### src/verilog/io_expander_regs.svh
// Register offsets, field positions and timing constants of the I/O expander
`ifndef IO_EXPANDER_REGS_SVH
`define IO_EXPANDER_REGS_SVH

// ----------------------------------------
// Register pointers (command byte)
// ----------------------------------------
`define REG_DIR       3'h0
`define REG_OTYPE     3'h1
`define REG_INTEN     3'h2
`define REG_FANCFG    3'h3
`define REG_STATUS    3'h4
`define REG_DATA      3'h5
`define REG_FANSPD    3'h6

// ----------------------------------------
// Fields and reset values
// ----------------------------------------
`define FANCFG_EN_BIT 0
`define UPPER_LO      4
`define REG_RST       8'h00
`define LINK_IDLE     2'h3
`define FANSPD_RST    3'h0

// ----------------------------------------
// Link addressing
// ----------------------------------------
`define TGT_ADDR_HI   4'h4
`define ALERT_RESP    7'h0c
`define BYTE_BITS     4'h8

// ----------------------------------------
// Timing
// ----------------------------------------
`define CLK_MHZ       50
`define SPINUP_US     2000
`define TMR_W         20

`endif

### src/verilog/io_expander_pkg.sv
// Types shared by the I/O expander design
package io_expander_pkg;

    typedef enum logic [3:0] {
        LK_IDLE,
        LK_ADDR,
        LK_ACK_ADDR,
        LK_CMD,
        LK_ACK_WR,
        LK_WDATA,
        LK_RDATA,
        LK_RACK
    } link_state_e;

    typedef enum logic [1:0] {
        FAN_OFF,
        FAN_SPINUP,
        FAN_RUN
    } fan_state_e;

endpackage

### src/verilog/smbus_io_expander_fan_ctl.sv
// Two-wire target I/O expander with fan speed control and change alert
`timescale 1ns/10ps
`include "io_expander_regs.svh"

module smbus_io_expander_fan_ctl
    import io_expander_pkg::*;
#(
    parameter int SPINUP_CYC = `SPINUP_US * `CLK_MHZ
) (
    // Clock and reset
    input  wire logic       core_clk,
    input  wire logic       rst,
    // Serial link
    input  wire logic       bus_clk_in,
    input  wire logic       bus_data_in,
    output logic            bus_data_out,
    output logic            bus_data_oe_n,
    // Address straps
    input  wire logic [2:0] target_addr_select,
    // Alert, open drain
    output logic            alert_out,
    output logic            alert_oe_n,
    // Parallel lines
    input  wire logic [7:0] line_in,
    output logic [7:0]      line_out,
    output logic [7:0]      line_oe_n
);

    // ----------------------------------------
    // Input synchronisers
    // ----------------------------------------
    logic [12:0] meta_r;
    logic [12:0] sync_r;
    logic        clk_d_r;
    logic        dat_d_r;
    logic        clk_s;
    logic        dat_s;
    logic [2:0]  asel_s;
    logic [7:0]  pin_s;

    always_ff @(posedge core_clk or posedge rst) begin
        if (rst) begin
            meta_r  <= {11'h000, `LINK_IDLE};
            sync_r  <= {11'h000, `LINK_IDLE};
            clk_d_r <= 1'b1;
            dat_d_r <= 1'b1;
        end else begin
            meta_r  <= {target_addr_select, line_in, bus_clk_in, bus_data_in};
            sync_r  <= meta_r;
            clk_d_r <= sync_r[1];
            dat_d_r <= sync_r[0];
        end
    end

    assign clk_s  = sync_r[1];
    assign dat_s  = sync_r[0];
    assign pin_s  = sync_r[9:2];
    assign asel_s = sync_r[12:10];

    logic clk_rise;
    logic clk_fall;
    logic start_ev;
    logic stop_ev;

    // Start and stop only while the clock stays high
    assign clk_rise = clk_s & ~clk_d_r;
    assign clk_fall = ~clk_s & clk_d_r;
    assign start_ev = clk_s & clk_d_r & dat_d_r & ~dat_s;
    assign stop_ev  = clk_s & clk_d_r & ~dat_d_r & dat_s;

    // ----------------------------------------
    // Register file state
    // ----------------------------------------
    logic [7:0] dir_r, dir_nxt;
    logic [7:0] otype_r, otype_nxt;
    logic [7:0] inten_r, inten_nxt;
    logic [7:0] fancfg_r, fancfg_nxt;
    logic [7:0] data_r, data_nxt;
    logic [2:0] fanspd_r, fanspd_nxt;
    logic [7:0] status_r, status_nxt;
    logic       alert_r, alert_nxt;
    logic [7:0] prev_r, prev_nxt;

    // ----------------------------------------
    // Link engine
    // ----------------------------------------
    link_state_e lk_r, lk_nxt;
    logic [7:0]  sh_r, sh_nxt;
    logic [3:0]  cnt_r, cnt_nxt;
    logic [2:0]  ptr_r, ptr_nxt;
    logic        rd_r, rd_nxt;
    logic        ara_r, ara_nxt;
    logic        drv_r, drv_nxt;
    logic        wr_en;
    logic        rd_clr;
    logic        load;
    logic [7:0]  rd_byte;
    logic [6:0]  own_addr;

    assign own_addr = {`TGT_ADDR_HI, asel_s};

    // Read mux over all seven registers
    always_comb begin
        case (ptr_r)
            `REG_DIR:    rd_byte = dir_r;
            `REG_OTYPE:  rd_byte = otype_r;
            `REG_INTEN:  rd_byte = inten_r;
            `REG_FANCFG: rd_byte = fancfg_r;
            `REG_STATUS: rd_byte = status_r;
            `REG_DATA:   rd_byte = pin_s;
            `REG_FANSPD: rd_byte = {5'h00, fanspd_r};
            default:     rd_byte = 8'h00;
        endcase
    end

    always_comb begin
        lk_nxt  = lk_r;
        sh_nxt  = sh_r;
        cnt_nxt = cnt_r;
        ptr_nxt = ptr_r;
        rd_nxt  = rd_r;
        ara_nxt = ara_r;
        drv_nxt = drv_r;
        wr_en   = 1'b0;
        load    = 1'b0;
        if (start_ev) begin
            lk_nxt  = LK_ADDR;
            cnt_nxt = '0;
            drv_nxt = 1'b0;
        end else if (stop_ev) begin
            lk_nxt  = LK_IDLE;
            drv_nxt = 1'b0;
        end else begin
            case (lk_r)
                LK_ADDR, LK_CMD, LK_WDATA: begin
                    if (clk_rise) begin
                        sh_nxt  = {sh_r[6:0], dat_s};
                        cnt_nxt = cnt_r + 4'h1;
                    end else if (clk_fall && cnt_r == `BYTE_BITS) begin
                        cnt_nxt = '0;
                        drv_nxt = 1'b1;
                        lk_nxt  = LK_ACK_WR;
                        if (lk_r == LK_ADDR) begin
                            rd_nxt  = sh_r[0];
                            ara_nxt = sh_r[7:1] == `ALERT_RESP;
                            lk_nxt  = LK_ACK_ADDR;
                            if (sh_r[7:1] != own_addr &&
                                !(sh_r[7:1] == `ALERT_RESP && sh_r[0] && alert_r)) begin
                                drv_nxt = 1'b0;
                                lk_nxt  = LK_IDLE;
                            end
                        end else if (lk_r == LK_CMD) begin
                            ptr_nxt = sh_r[2:0];
                        end else begin
                            wr_en = 1'b1;
                        end
                    end
                end
                LK_ACK_ADDR: begin
                    if (clk_fall) begin
                        if (rd_r) begin
                            load = 1'b1;
                        end else begin
                            drv_nxt = 1'b0;
                            lk_nxt  = ara_r ? LK_IDLE : LK_CMD;
                        end
                    end
                end
                LK_ACK_WR: begin
                    if (clk_fall) begin
                        drv_nxt = 1'b0;
                        lk_nxt  = LK_WDATA;
                    end
                end
                LK_RDATA: begin
                    if (clk_fall) begin
                        if (cnt_r == `BYTE_BITS) begin
                            drv_nxt = 1'b0;
                            lk_nxt  = LK_RACK;
                        end else begin
                            drv_nxt = ~sh_r[6];
                            sh_nxt  = {sh_r[6:0], 1'b0};
                            cnt_nxt = cnt_r + 4'h1;
                        end
                    end
                end
                LK_RACK: begin
                    if (clk_rise && dat_s) begin
                        lk_nxt = LK_IDLE;
                    end else if (clk_fall) begin
                        load = 1'b1;
                    end
                end
                default: lk_nxt = LK_IDLE;
            endcase
        end
        if (load) begin
            sh_nxt  = ara_r ? {own_addr, 1'b0} : rd_byte;
            drv_nxt = ~sh_nxt[7];
            cnt_nxt = 4'h1;
            lk_nxt  = LK_RDATA;
        end
    end

    // Either clearing read releases the alert
    assign rd_clr = load && (ara_r || ptr_r == `REG_STATUS);

    always_ff @(posedge core_clk or posedge rst) begin
        if (rst) begin
            lk_r  <= LK_IDLE;
            sh_r  <= '0;
            cnt_r <= '0;
            ptr_r <= '0;
            rd_r  <= 1'b0;
            ara_r <= 1'b0;
            drv_r <= 1'b0;
        end else begin
            lk_r  <= lk_nxt;
            sh_r  <= sh_nxt;
            cnt_r <= cnt_nxt;
            ptr_r <= ptr_nxt;
            rd_r  <= rd_nxt;
            ara_r <= ara_nxt;
            drv_r <= drv_nxt;
        end
    end

    // Open drain only: value pin is held low, the enable does the work
    assign bus_data_out  = 1'b0;
    assign bus_data_oe_n = ~drv_r;

    // ----------------------------------------
    // Register writes
    // ----------------------------------------
    always_comb begin
        dir_nxt    = dir_r;
        otype_nxt  = otype_r;
        inten_nxt  = inten_r;
        fancfg_nxt = fancfg_r;
        data_nxt   = data_r;
        fanspd_nxt = fanspd_r;
        if (wr_en) begin
            case (ptr_r)
                `REG_DIR:    dir_nxt    = sh_r;
                `REG_OTYPE:  otype_nxt  = sh_r;
                `REG_INTEN:  inten_nxt  = sh_r;
                `REG_FANCFG: fancfg_nxt = sh_r;
                `REG_DATA:   data_nxt   = sh_r;
                `REG_FANSPD: fanspd_nxt = sh_r[2:0];
                default:     data_nxt   = data_r;
            endcase
        end
    end

    always_ff @(posedge core_clk or posedge rst) begin
        if (rst) begin
            dir_r    <= `REG_RST;
            otype_r  <= `REG_RST;
            inten_r  <= `REG_RST;
            fancfg_r <= `REG_RST;
            data_r   <= `REG_RST;
            fanspd_r <= `FANSPD_RST;
        end else begin
            dir_r    <= dir_nxt;
            otype_r  <= otype_nxt;
            inten_r  <= inten_nxt;
            fancfg_r <= fancfg_nxt;
            data_r   <= data_nxt;
            fanspd_r <= fanspd_nxt;
        end
    end

    // ----------------------------------------
    // Change detection and alert
    // ----------------------------------------
    logic [7:0] change;

    // Only enabled input lines report; a line owned by the fan is not masked and reports while its dir_r bit is clear
    assign change = (pin_s ^ prev_r) & inten_r & ~dir_r;

    always_comb begin
        prev_nxt   = pin_s;
        // A change in the clearing cycle survives the clear
        status_nxt = (rd_clr ? 8'h00 : status_r) | change;
        alert_nxt  = alert_r;
        if (|change) begin
            alert_nxt = 1'b1;
        end else if (rd_clr) begin
            alert_nxt = 1'b0;
        end
    end

    always_ff @(posedge core_clk or posedge rst) begin
        if (rst) begin
            prev_r   <= '0;
            status_r <= '0;
            alert_r  <= 1'b0;
        end else begin
            prev_r   <= prev_nxt;
            status_r <= status_nxt;
            alert_r  <= alert_nxt;
        end
    end

    assign alert_out  = 1'b0;
    assign alert_oe_n = ~alert_r;

    // ----------------------------------------
    // Fan control state machine
    // ----------------------------------------
    fan_state_e         fan_r, fan_nxt;
    logic [`TMR_W-1:0]  tmr_r, tmr_nxt;
    logic               fan_en;

    assign fan_en = fancfg_r[`FANCFG_EN_BIT];

    // Spin-up runs full speed first so a stalled fan gets going
    always_comb begin
        fan_nxt = fan_r;
        tmr_nxt = tmr_r;
        case (fan_r)
            FAN_OFF: begin
                if (fan_en && fanspd_r != `FANSPD_RST) begin
                    fan_nxt = FAN_SPINUP;
                    tmr_nxt = `TMR_W'(SPINUP_CYC - 1);
                end
            end
            FAN_SPINUP: begin
                if (!fan_en || fanspd_r == `FANSPD_RST) begin
                    fan_nxt = FAN_OFF;
                end else if (tmr_r == '0) begin
                    fan_nxt = FAN_RUN;
                end else begin
                    tmr_nxt = tmr_r - `TMR_W'(1);
                end
            end
            FAN_RUN: begin
                if (!fan_en || fanspd_r == `FANSPD_RST) begin
                    fan_nxt = FAN_OFF;
                end
            end
            default: fan_nxt = FAN_OFF;
        endcase
    end

    always_ff @(posedge core_clk or posedge rst) begin
        if (rst) begin
            fan_r <= FAN_OFF;
            tmr_r <= '0;
        end else begin
            fan_r <= fan_nxt;
            tmr_r <= tmr_nxt;
        end
    end

    // ----------------------------------------
    // Parallel line drivers
    // ----------------------------------------
    logic [7:0] out_nxt;
    logic [7:0] oe_n_nxt;
    logic [3:0] fan_pins;

    assign fan_pins[0]   = fan_r != FAN_OFF;
    assign fan_pins[3:1] = fan_r == FAN_SPINUP ? 3'h0 : ~fanspd_r;

    genvar gi;
    generate
        for (gi = 0; gi < 8; gi++) begin : g_line
            if (gi >= `UPPER_LO) begin : g_up
                logic v;
                assign v = fan_en ? ~fan_pins[gi-`UPPER_LO] : data_r[gi];
                // Fan outputs are always driven push-pull
                assign out_nxt[gi]  = fan_en ? ~v : data_r[gi];
                assign oe_n_nxt[gi] = fan_en ? 1'b0 :
                                      !dir_r[gi] ? 1'b1 :
                                      otype_r[gi] ? 1'b0 : data_r[gi];
            end else begin : g_lo
                assign out_nxt[gi]  = data_r[gi];
                assign oe_n_nxt[gi] = !dir_r[gi] ? 1'b1 :
                                      otype_r[gi] ? 1'b0 : data_r[gi];
            end
        end
    endgenerate

    always_ff @(posedge core_clk or posedge rst) begin
        if (rst) begin
            line_out  <= '0;
            line_oe_n <= 8'hff;
        end else begin
            line_out  <= out_nxt;
            line_oe_n <= oe_n_nxt;
        end
    end

endmodule

### config.mk
export PLATFORM = sky130hd
export DESIGN_NAME = smbus_io_expander_fan_ctl
export DESIGN_NICKNAME = d
export VERILOG_FILES = /design/src/verilog/io_expander_pkg.sv /design/src/verilog/smbus_io_expander_fan_ctl.sv
export VERILOG_INCLUDE_DIRS = /design/src /design/src/verilog
export SDC_FILE = /design/constraint.sdc
export NUM_CORES = 1
export LEC_CHECK = 0
export BUFFER_PORTS_ARGS = -buffer_cell sky130_fd_sc_hd__buf_2
export CORE_MARGIN = 4
export CORE_UTILIZATION = 45
export CTS_CLUSTER_SIZE = 10
export DETAILED_ROUTE_END_ITERATION = 6
export SLEW_MARGIN = 25
export SYNTH_ARGS = -nofsm -noshare
export SYNTH_HDL_FRONTEND = slang
export SYNTH_SLANG_ARGS = --single-unit
### constraint.sdc
create_clock -name core_clk -period 10.6 [get_ports core_clk]
set_input_delay 2.12 -clock core_clk [delete_from_list [all_inputs] [get_ports core_clk]]
set_output_delay 2.12 -clock core_clk [all_outputs]
set_load 0.005 [all_outputs]
==> Flow_metrics.wiki, run 1 <==
{| class="wikitable"
! Metric !! Value
|-
| Vias after detailed routing || 4563
|-
| Cells along the critical path || buf_2
|-
| Total global routing overflow || 0
|-
| CP Capture Type || primary output
|-
| Wire length the detailed router placed on met1 || 6650 um
|-
| Sum Neg Setup Slack || 0 ps
|-
| Remaining antenna violation count after routing || 0
|-
| Resize count post-CTS || 0
|-
| Fraction of synthesis flops using an asynchronous set or reset pin || 100%
|-
| Largest driver fanout on the critical path || 1
|-
| Max Slew Vio Count || 0
|-
| Metal2 WL || 6940 um
|-
| Clock root buffer master || sky130_fd_sc_hd__clkbuf_16
|-
| Worst-case hold slack || 347 ps
|-
| Hold path depth || 0
|-
| ANT cells || 0
|-
| Final weighted congestion in routability-driven placement || 0.810
|-
| Top register by number of flip-flops || tmr_r
|-
| End of the worst register-to-register path || dir_r[3]
|-
| Min-delay worst type || reg -> reg
|-
| Vertical die dimension || 130 um
|-
| Flip-flop count of the largest register after layout || 20
|-
| Yosys synthesis warning count || 0
|-
| Placeable Area || 0.0145 sq mm
|-
| Crit Path Category || reg -> out
|-
| Xor/xnor cell area share of the yosys netlist || 2.24%
|-
| Finished Cell Area || 0.00759 sq mm
|-
| Min cycle time layout || 3150 ps
|-
| Number of clock sinks || 147
|-
| Post-Synth Simple-Gate Area || 13.7%
|-
| Sum of met3 wire segment lengths after detailed routing || 674 um
|-
| IO buf count || 32
|-
| Compound-gate portion of the synthesized area || 11.1%
|-
| Final setup viols || 0
|-
| Total Routing Usage GR || 18.5%
|-
| Yosys top cell area share || 50.1%
|-
| Clock latency of the later-clocked register in the worst-skew pair || 420 ps
|-
| Placed standard-cell area || 0.00697 sq mm
|-
| Start point of the worst min-delay path || meta_r[5]
|-
| Placement Setup Slack || 6790 ps
|-
| Largest registers || tmr_r x20, meta_r x13, sync_r x13
|-
| Fraction of final layout cells sized beyond drive strength 1 || 27.4%
|-
| Count of mapped cells out of synthesis || 565
|-
| Worst setup margin || 7450 ps
|-
| Detailed Route Iter0 Violations || 309
|-
| CP max stage delay || 510 ps
|-
| Worst-path cell with the longest stage delay || sky130_fd_sc_hd__dfstp_2
|-
| Wire length after detailed routing || 14500 um
|-
| IR Drop Worst-Case VDD || 0.000120 V
|-
| Via count of the first global-routing pass || 4652
|-
| Number of buffers inserted by post-CTS setup repair || 0
|-
| Post-synth EDFFs || 0
|-
| Clock slew at reported path FFs || 60 ps
|-
| Power per standard cell area || 183 mW/mm^2
|-
| Skew final || 6.45 ps
|-
| Avg Vias per Cell || 5.75
|-
| Crit-path leading delay family || flip-flops
|-
| CP startpoint kind || flip-flop
|-
| Headroom to the max-slew limit || 36.0%
|-
| Routed WL per cell || 18.3 um
|-
| Endpoint of the worst hold-timing path || sync_r[5]
|-
| TritonCTS Buffers || 17
|-
| Depth of the worst register-to-register path || 7
|-
| Detailed-route DRC error count || 0
|-
| Number of antenna violations at the first check in global routing || 0
|-
| Critical path data arrival time || 1030 ps
|-
| CTS Hold Bufs || 0
|-
| Cell taking the most area after synthesis || sky130_fd_sc_hd__dfrtp_1
|-
| Worst reg-to-reg setup slack || 7960 ps
|-
| Top routing layer used || met4
|-
| Row Count || 44
|-
| Final Cycle Share || 29.8%
|-
| Measured slew at the worst slew-check pin || 959 ps
|-
| Mean area per synthesized cell || 11.8 sq um
|-
| Timing startpoint of the critical path || line_oe_n[3]
|-
| Adder-cell share of the synthesized area || 0.753%
|-
| Most common cell after layout, fill and taps aside || sky130_fd_sc_hd__dfrtp_1
|-
| Maximum number of pins on one net before global-route repair || 86
|-
| Hold Violations, Final || 0
|-
| Detailed placer's ending HPWL || 9650 um
|-
| Prevailing post-synth register cell || sky130_fd_sc_hd__dfrtp_1
|-
| Mux contribution to synthesized area || 13.7%
|-
| Width of the chip || 130 um
|-
| Static leakage power || 3.49 nW
|-
| Number of nets in the layout || 615
|-
| WP buf/inv || 1
|-
| Count of TritonRoute iterations in the first routing pass || 5
|-
| Commonest non-fill, non-tap cells in the layout || 133 x sky130_fd_sc_hd__dfrtp_1, 62 x sky130_fd_sc_hd__mux2_2, 42 x sky130_fd_sc_hd__nand2_1, 32 x sky130_fd_sc_hd__buf_2, 31 x sky130_fd_sc_hd__nor2_1
|-
| Reported max-cap violation count || 0
|-
| Initial cell density of the core || 45.9%
|-
| Required time worst endpoint || 8480 ps
|-
| Synth top area cells || sky130_fd_sc_hd__dfrtp_1 50%, sky130_fd_sc_hd__mux2_2 11%, sky130_fd_sc_hd__dfstp_2 5.5%
|-
| Die outline area || 0.0168 sq mm
|-
| Fmax || 0.317 GHz
|-
| Setup repair after global routing missed its margin || false
|-
| First-pass GRT wire length || 24200 um
|-
| Area growth, synth to finish || 14.2%
|-
| Io pins || 35
|-
| Run status || completed
|-
| Total power || 1.39 mW
|-
| Dominant combinational cell family by area after synthesis || simple AND/OR/NAND/NOR gates
|-
| Synth cell types || 70
|-
| Register bit total from synthesis || 147
|-
| FF-to-FF Start || cnt_r[0]
|-
| Max Root-Sink Buffers || 2
|-
| Post-Synthesis Cell Area || 0.00665 sq mm
|-
| CTS tree || done
|-
| Share of the yosys chip area belonging to registers || 55.6%
|-
| Filler Cell Count || 1266
|-
| Maximum level of the CTS H-tree || 4
|}
## worst max path at each step
stage	endpoint	slack (ps)	depth (start not counted)
2_1_floorplan	alert_r	4550	1
5_1_grt	lk_r[1]	7380	3
3_3_place_gp	meta_r[6]	6840	3
6_report	line_oe_n[3]	7450	1
4_1_cts	data_r[3]	7230	3
3_5_place_dp	data_r[3]	6790	3
## power by group
part           internal, mW  switching [mW]  total (mW)
Clock                 0.394           0.226       0.620
Combinational        0.0565          0.0576       0.114
Sequential            0.591          0.0655       0.657
## area by class of cell
cell class                 instances  area [sq um]  share of cell area, %
clock inverter                     9           128                   1.68
timing repair buffer              35           186                   2.46
clock buffer                      23           488                   6.43
tap                              184           230                   3.03
multi-input combinational        373          2780                   36.6
inverter                          22          87.6                   1.15
sequential                       147          3700                   48.7
## stage by stage
stage          utilization (%)  std cells
2_1_floorplan                -        566
3_3_place_gp              48.1        761
3_5_place_dp              48.1        761
4_1_cts                   52.4        793
5_1_grt                   52.4        793
6_report                  52.4        793
## synth_stat cells (all sizes together) (2+ instances only)
library cell / instances
inv: 21
o32ai: 2
nand4: 6
o31a: 2
dfstp: 14
o41ai: 2
mux2i: 10
a311oi: 3
nor4bb: 2
nor2: 32
xor2: 14
ha: 4
o221ai: 3
o211ai: 5
a22o: 2
a221oi: 4
nor3: 12
a21o: 3
nand3b: 9
or4: 8
o2bb2ai: 2
a21oi: 24
nand3: 11
nand2: 42
mux2: 62
nand2b: 12
xnor2: 3
buf: 10
or3: 9
clkbuf: 14
mux4: 5
or2: 2
nor4: 3
o31ai: 8
and3b: 2
a221o: 4
o21a: 2
dfrtp: 133
a31oi: 4
nor2b: 6
o2111ai: 2
o21ai: 30
## logic make-up after synthesis
group	count (synthesis)
AO/OA/AOI/OAI	109
XOR/XNOR	17
adder cells (fa/ha/maj)	4
buffers and inverters	46
flip-flops	147
multiplexers	77
other	1
AND/OR/NAND/NOR	164
## metal layers
layer / global-route usage [%] / vias up
met5: 0 / -
met4: 7.52 / 0
met3: 4.58 / 19
met2: 28.8 / 118
met1: 25.1 / 2309
li1: - / 2117
(Power assumes the default switching activity.)
==> inputs of run 2 (changes only) <==
clock period = 2.8 ns   (was 10.6 ns; I/O delays follow)
==> run 2 against run 1 <==
  * Setup slack got worse by 6900 ps
  * Sequential power rose to 3.7 times the previous value
  * Wire length grew 3.7%
  * Worst hold slack worse by 170 ps
  * Design area increased by 1.6%
  * Sequential share of layout area fell by 0.77 points
  * Flip-flop and latch count did not move
  * Via count up 2.1%
  * Largest power group unchanged
==> Flow_metrics.wiki, run 2 (synthesis results as in run 1) <==
{| class="wikitable"
! Metric !! Value
|-
| Static leakage power || 3.55 nW (was 3.49 nW)
|-
| Wire length after detailed routing || 15100 um (was 14500 um)
|-
| Row Count || 44 (unchanged)
|-
| Max Slew Vio Count || 0 (unchanged)
|-
| Depth of the worst register-to-register path || 5 (was 7)
|-
| Pint || 4.00 mW (was 1.04 mW)
|-
| Commonest non-fill, non-tap cells in the layout || 133 x sky130_fd_sc_hd__dfrtp_1, 62 x sky130_fd_sc_hd__mux2_2, 42 x sky130_fd_sc_hd__nand2_1, 32 x sky130_fd_sc_hd__buf_2, 31 x sky130_fd_sc_hd__nor2_1 (unchanged)
|-
| Most common cell after layout, fill and taps aside || sky130_fd_sc_hd__dfrtp_1 (unchanged)
|-
| Run status || completed (unchanged)
|-
| Switch Pwr || 1.36 mW (was 0.349 mW)
|-
| Avg Vias per Cell || 5.79 (was 5.75)
|-
| Initial cell density of the core || 45.9% (unchanged)
|-
| Number of buffers inserted by post-CTS setup repair || 0 (unchanged)
|-
| Number of nets in the layout || 627 (was 615)
|-
| Resize count post-CTS || 0 (unchanged)
|-
| Area growth, synth to finish || 16.1% (was 14.2%)
|-
| Power share of the clock group || 45.3% (was 44.6%)
|-
| Crit Path Category || reg -> reg (was reg -> out)
|-
| Vertical die dimension || 130 um (unchanged)
|-
| Total power || 5.36 mW (was 1.39 mW)
|-
| IO buf count || 32 (unchanged)
|-
| Largest registers || tmr_r x20, meta_r x13, sync_r x13 (unchanged)
|-
| Min cycle time layout || 2300 ps
|-
| Die outline area || 0.0168 sq mm (unchanged)
|-
| End of the worst register-to-register path || tmr_r[14] (was dir_r[3])
|-
| Max Root-Sink Buffers || 2 (unchanged)
|-
| Width of the chip || 130 um (unchanged)
|-
| Switching share of total power || 25.3% (was 25.1%)
|-
| Clock slew at reported path FFs || 70 ps (was 60 ps)
|-
| Io pins || 35 (unchanged)
|-
| Placed standard-cell area || 0.00708 sq mm (was 0.00697 sq mm)
|-
| Finished Cell Area || 0.00771 sq mm (was 0.00759 sq mm)
|-
| CP startpoint kind || flip-flop (unchanged)
|-
| CTS Hold Bufs || 0 (unchanged)
|-
| CTS tree || done (unchanged)
|-
| TritonCTS Buffers || 17 (unchanged)
|-
| Fraction of final layout cells sized beyond drive strength 1 || 28.7% (was 27.4%)
|-
| Setup repair after global routing missed its margin || false (unchanged)
|-
| Critical path data arrival time || 2650 ps (was 1030 ps)
|-
| IR Drop Worst-Case VDD || 0.000518 V (was 0.000120 V)
|-
| Remaining antenna violation count after routing || 0 (unchanged)
|-
| Detailed placer's ending HPWL || 10400 um (was 9650 um)
|-
| Worst reg-to-reg setup slack || 500 ps (was 7960 ps)
|-
| Skew final || 10.4 ps (was 6.45 ps)
|-
| Reported max-cap violation count || 0 (unchanged)
|-
| Sum Neg Setup Slack || 0 ps (unchanged)
|-
| CP Capture Type || flip-flop (was primary output)
|-
| Power share of the sequential group || 45.9% (was 47.2%)
|-
| Via count of the first global-routing pass || 4597 (was 4652)
|-
| Number of clock sinks || 147 (unchanged)
|-
| Min-delay worst type || in -> async (was reg -> reg)
|-
| Power per standard cell area || 695 mW/mm^2 (was 183 mW/mm^2)
|-
| Measured slew at the worst slew-check pin || 686 ps (was 959 ps)
|-
| Fmax || 0.435 GHz
|-
| Routed WL per cell || 18.7 um (was 18.3 um)
|-
| Count of TritonRoute iterations in the first routing pass || 5 (unchanged)
|-
| Detailed Route Iter0 Violations || 335 (was 309)
|-
| Final weighted congestion in routability-driven placement || 0.846 (was 0.810)
|-
| Total Routing Usage GR || 19.4% (was 18.5%)
|-
| Maximum number of pins on one net before global-route repair || 59 (was 86)
|-
| Maximum level of the CTS H-tree || 4 (unchanged)
|-
| Fraction of power consumed by combinational cells || 8.7% (was 8.2%)
|-
| Total global routing overflow || 0 (unchanged)
|-
| Final setup viols || 0 (unchanged)
|-
| Top register by number of flip-flops || tmr_r (unchanged)
|-
| Headroom to the max-slew limit || 53.9% (was 36.0%)
|-
| Clock latency of the later-clocked register in the worst-skew pair || 420 ps (about the same)
|-
| Final Cycle Share || 82.0%
|-
| Flip-flop count of the largest register after layout || 20 (unchanged)
|-
| First-pass GRT wire length || 25000 um (was 24200 um)
|-
| Filler Cell Count || 1256 (was 1266)
|-
| Clock root buffer master || sky130_fd_sc_hd__clkbuf_16 (unchanged)
|-
| Hold Violations, Final || 0 (unchanged)
|-
| ANT cells || 0 (unchanged)
|-
| Detailed-route DRC error count || 0 (unchanged)
|-
| Worst-case hold slack || 174 ps (was 347 ps)
|-
| Largest driver fanout on the critical path || 12 (was 1)
|-
| Placeable Area || 0.0145 sq mm (unchanged)
|-
| Number of antenna violations at the first check in global routing || 0 (unchanged)
|-
| FF-to-FF Start || fancfg_r[0] (was cnt_r[0])
|-
| Vias after detailed routing || 4661 (was 4563)
|-
| Required time worst endpoint || 3150 ps (was 8480 ps)
|-
| Final Util || 53.3% (was 52.4%)
|}
run 2: worst max path at each step:
stage / endpoint / slack, ps / start / cells past startpoint
global route: tmr_r[0] / 330 / tmr_r[0] / 7
CTS: tmr_r[14] / 500 / fancfg_r[0] / 5
floorplan: alert_r / 400 / rst / 1
finish: tmr_r[14] / 500 / fancfg_r[0] / 5
global placement: tmr_r[1] / 620 / tmr_r[0] / 7
detailed placement: tmr_r[14] / 510 / fancfg_r[0] / 5
run 2: area by class of cell:
class                           instances  area (sq um)  share of cell area [%]
Timing Repair Buffer                   47           298                    3.86
Clock buffer                           20           457                    5.92
Sequential cell                       147          3700                    47.9
Tap cell                              184           230                    2.98
Clock inverter                         12           180                    2.34
Multi-Input combinational cell        373          2770                    35.9
Inverter                               22          86.3                    1.12
run 2: worst max-delay path, stage by stage, from the launching register on:
cell and delay (ps):
sky130_fd_sc_hd__dfrtp_1 580, sky130_fd_sc_hd__o31ai_1 260, sky130_fd_sc_hd__and4bb_2 400, sky130_fd_sc_hd__o21ai_0 230, sky130_fd_sc_hd__or4_2 600, sky130_fd_sc_hd__a21oi_1 160
run 2: power by group through the flow:
stage	Clock, mW	Combinational [mW]	Sequential, mW
after floorplan	0	0.442	2.34
after global placement	0	0.462	2.50
after detailed placement	0	0.473	2.50
after CTS	2.48	0.475	2.46
after global routing	2.57	0.531	2.48
final	2.43	0.468	2.46
run 2: per-stage QoR:
stage                     worst slack, ps  instances
after detailed placement              509        773
final                                 503        805
after global placement                625        773
after CTS                             497        805
after global routing                  330        805
after floorplan                       404        566
run 2: layer usage:
metal / GRT usage [%] / share of wire [%] / vias to the layer above
li1: - / - / 2133
met1: 26.8 / 46 / 2363
met2: 29.1 / 46 / 131
met3: 5.77 / 5.5 / 34
met4: 7.15 / 2.2 / 0
met5: 0 / 0 / -
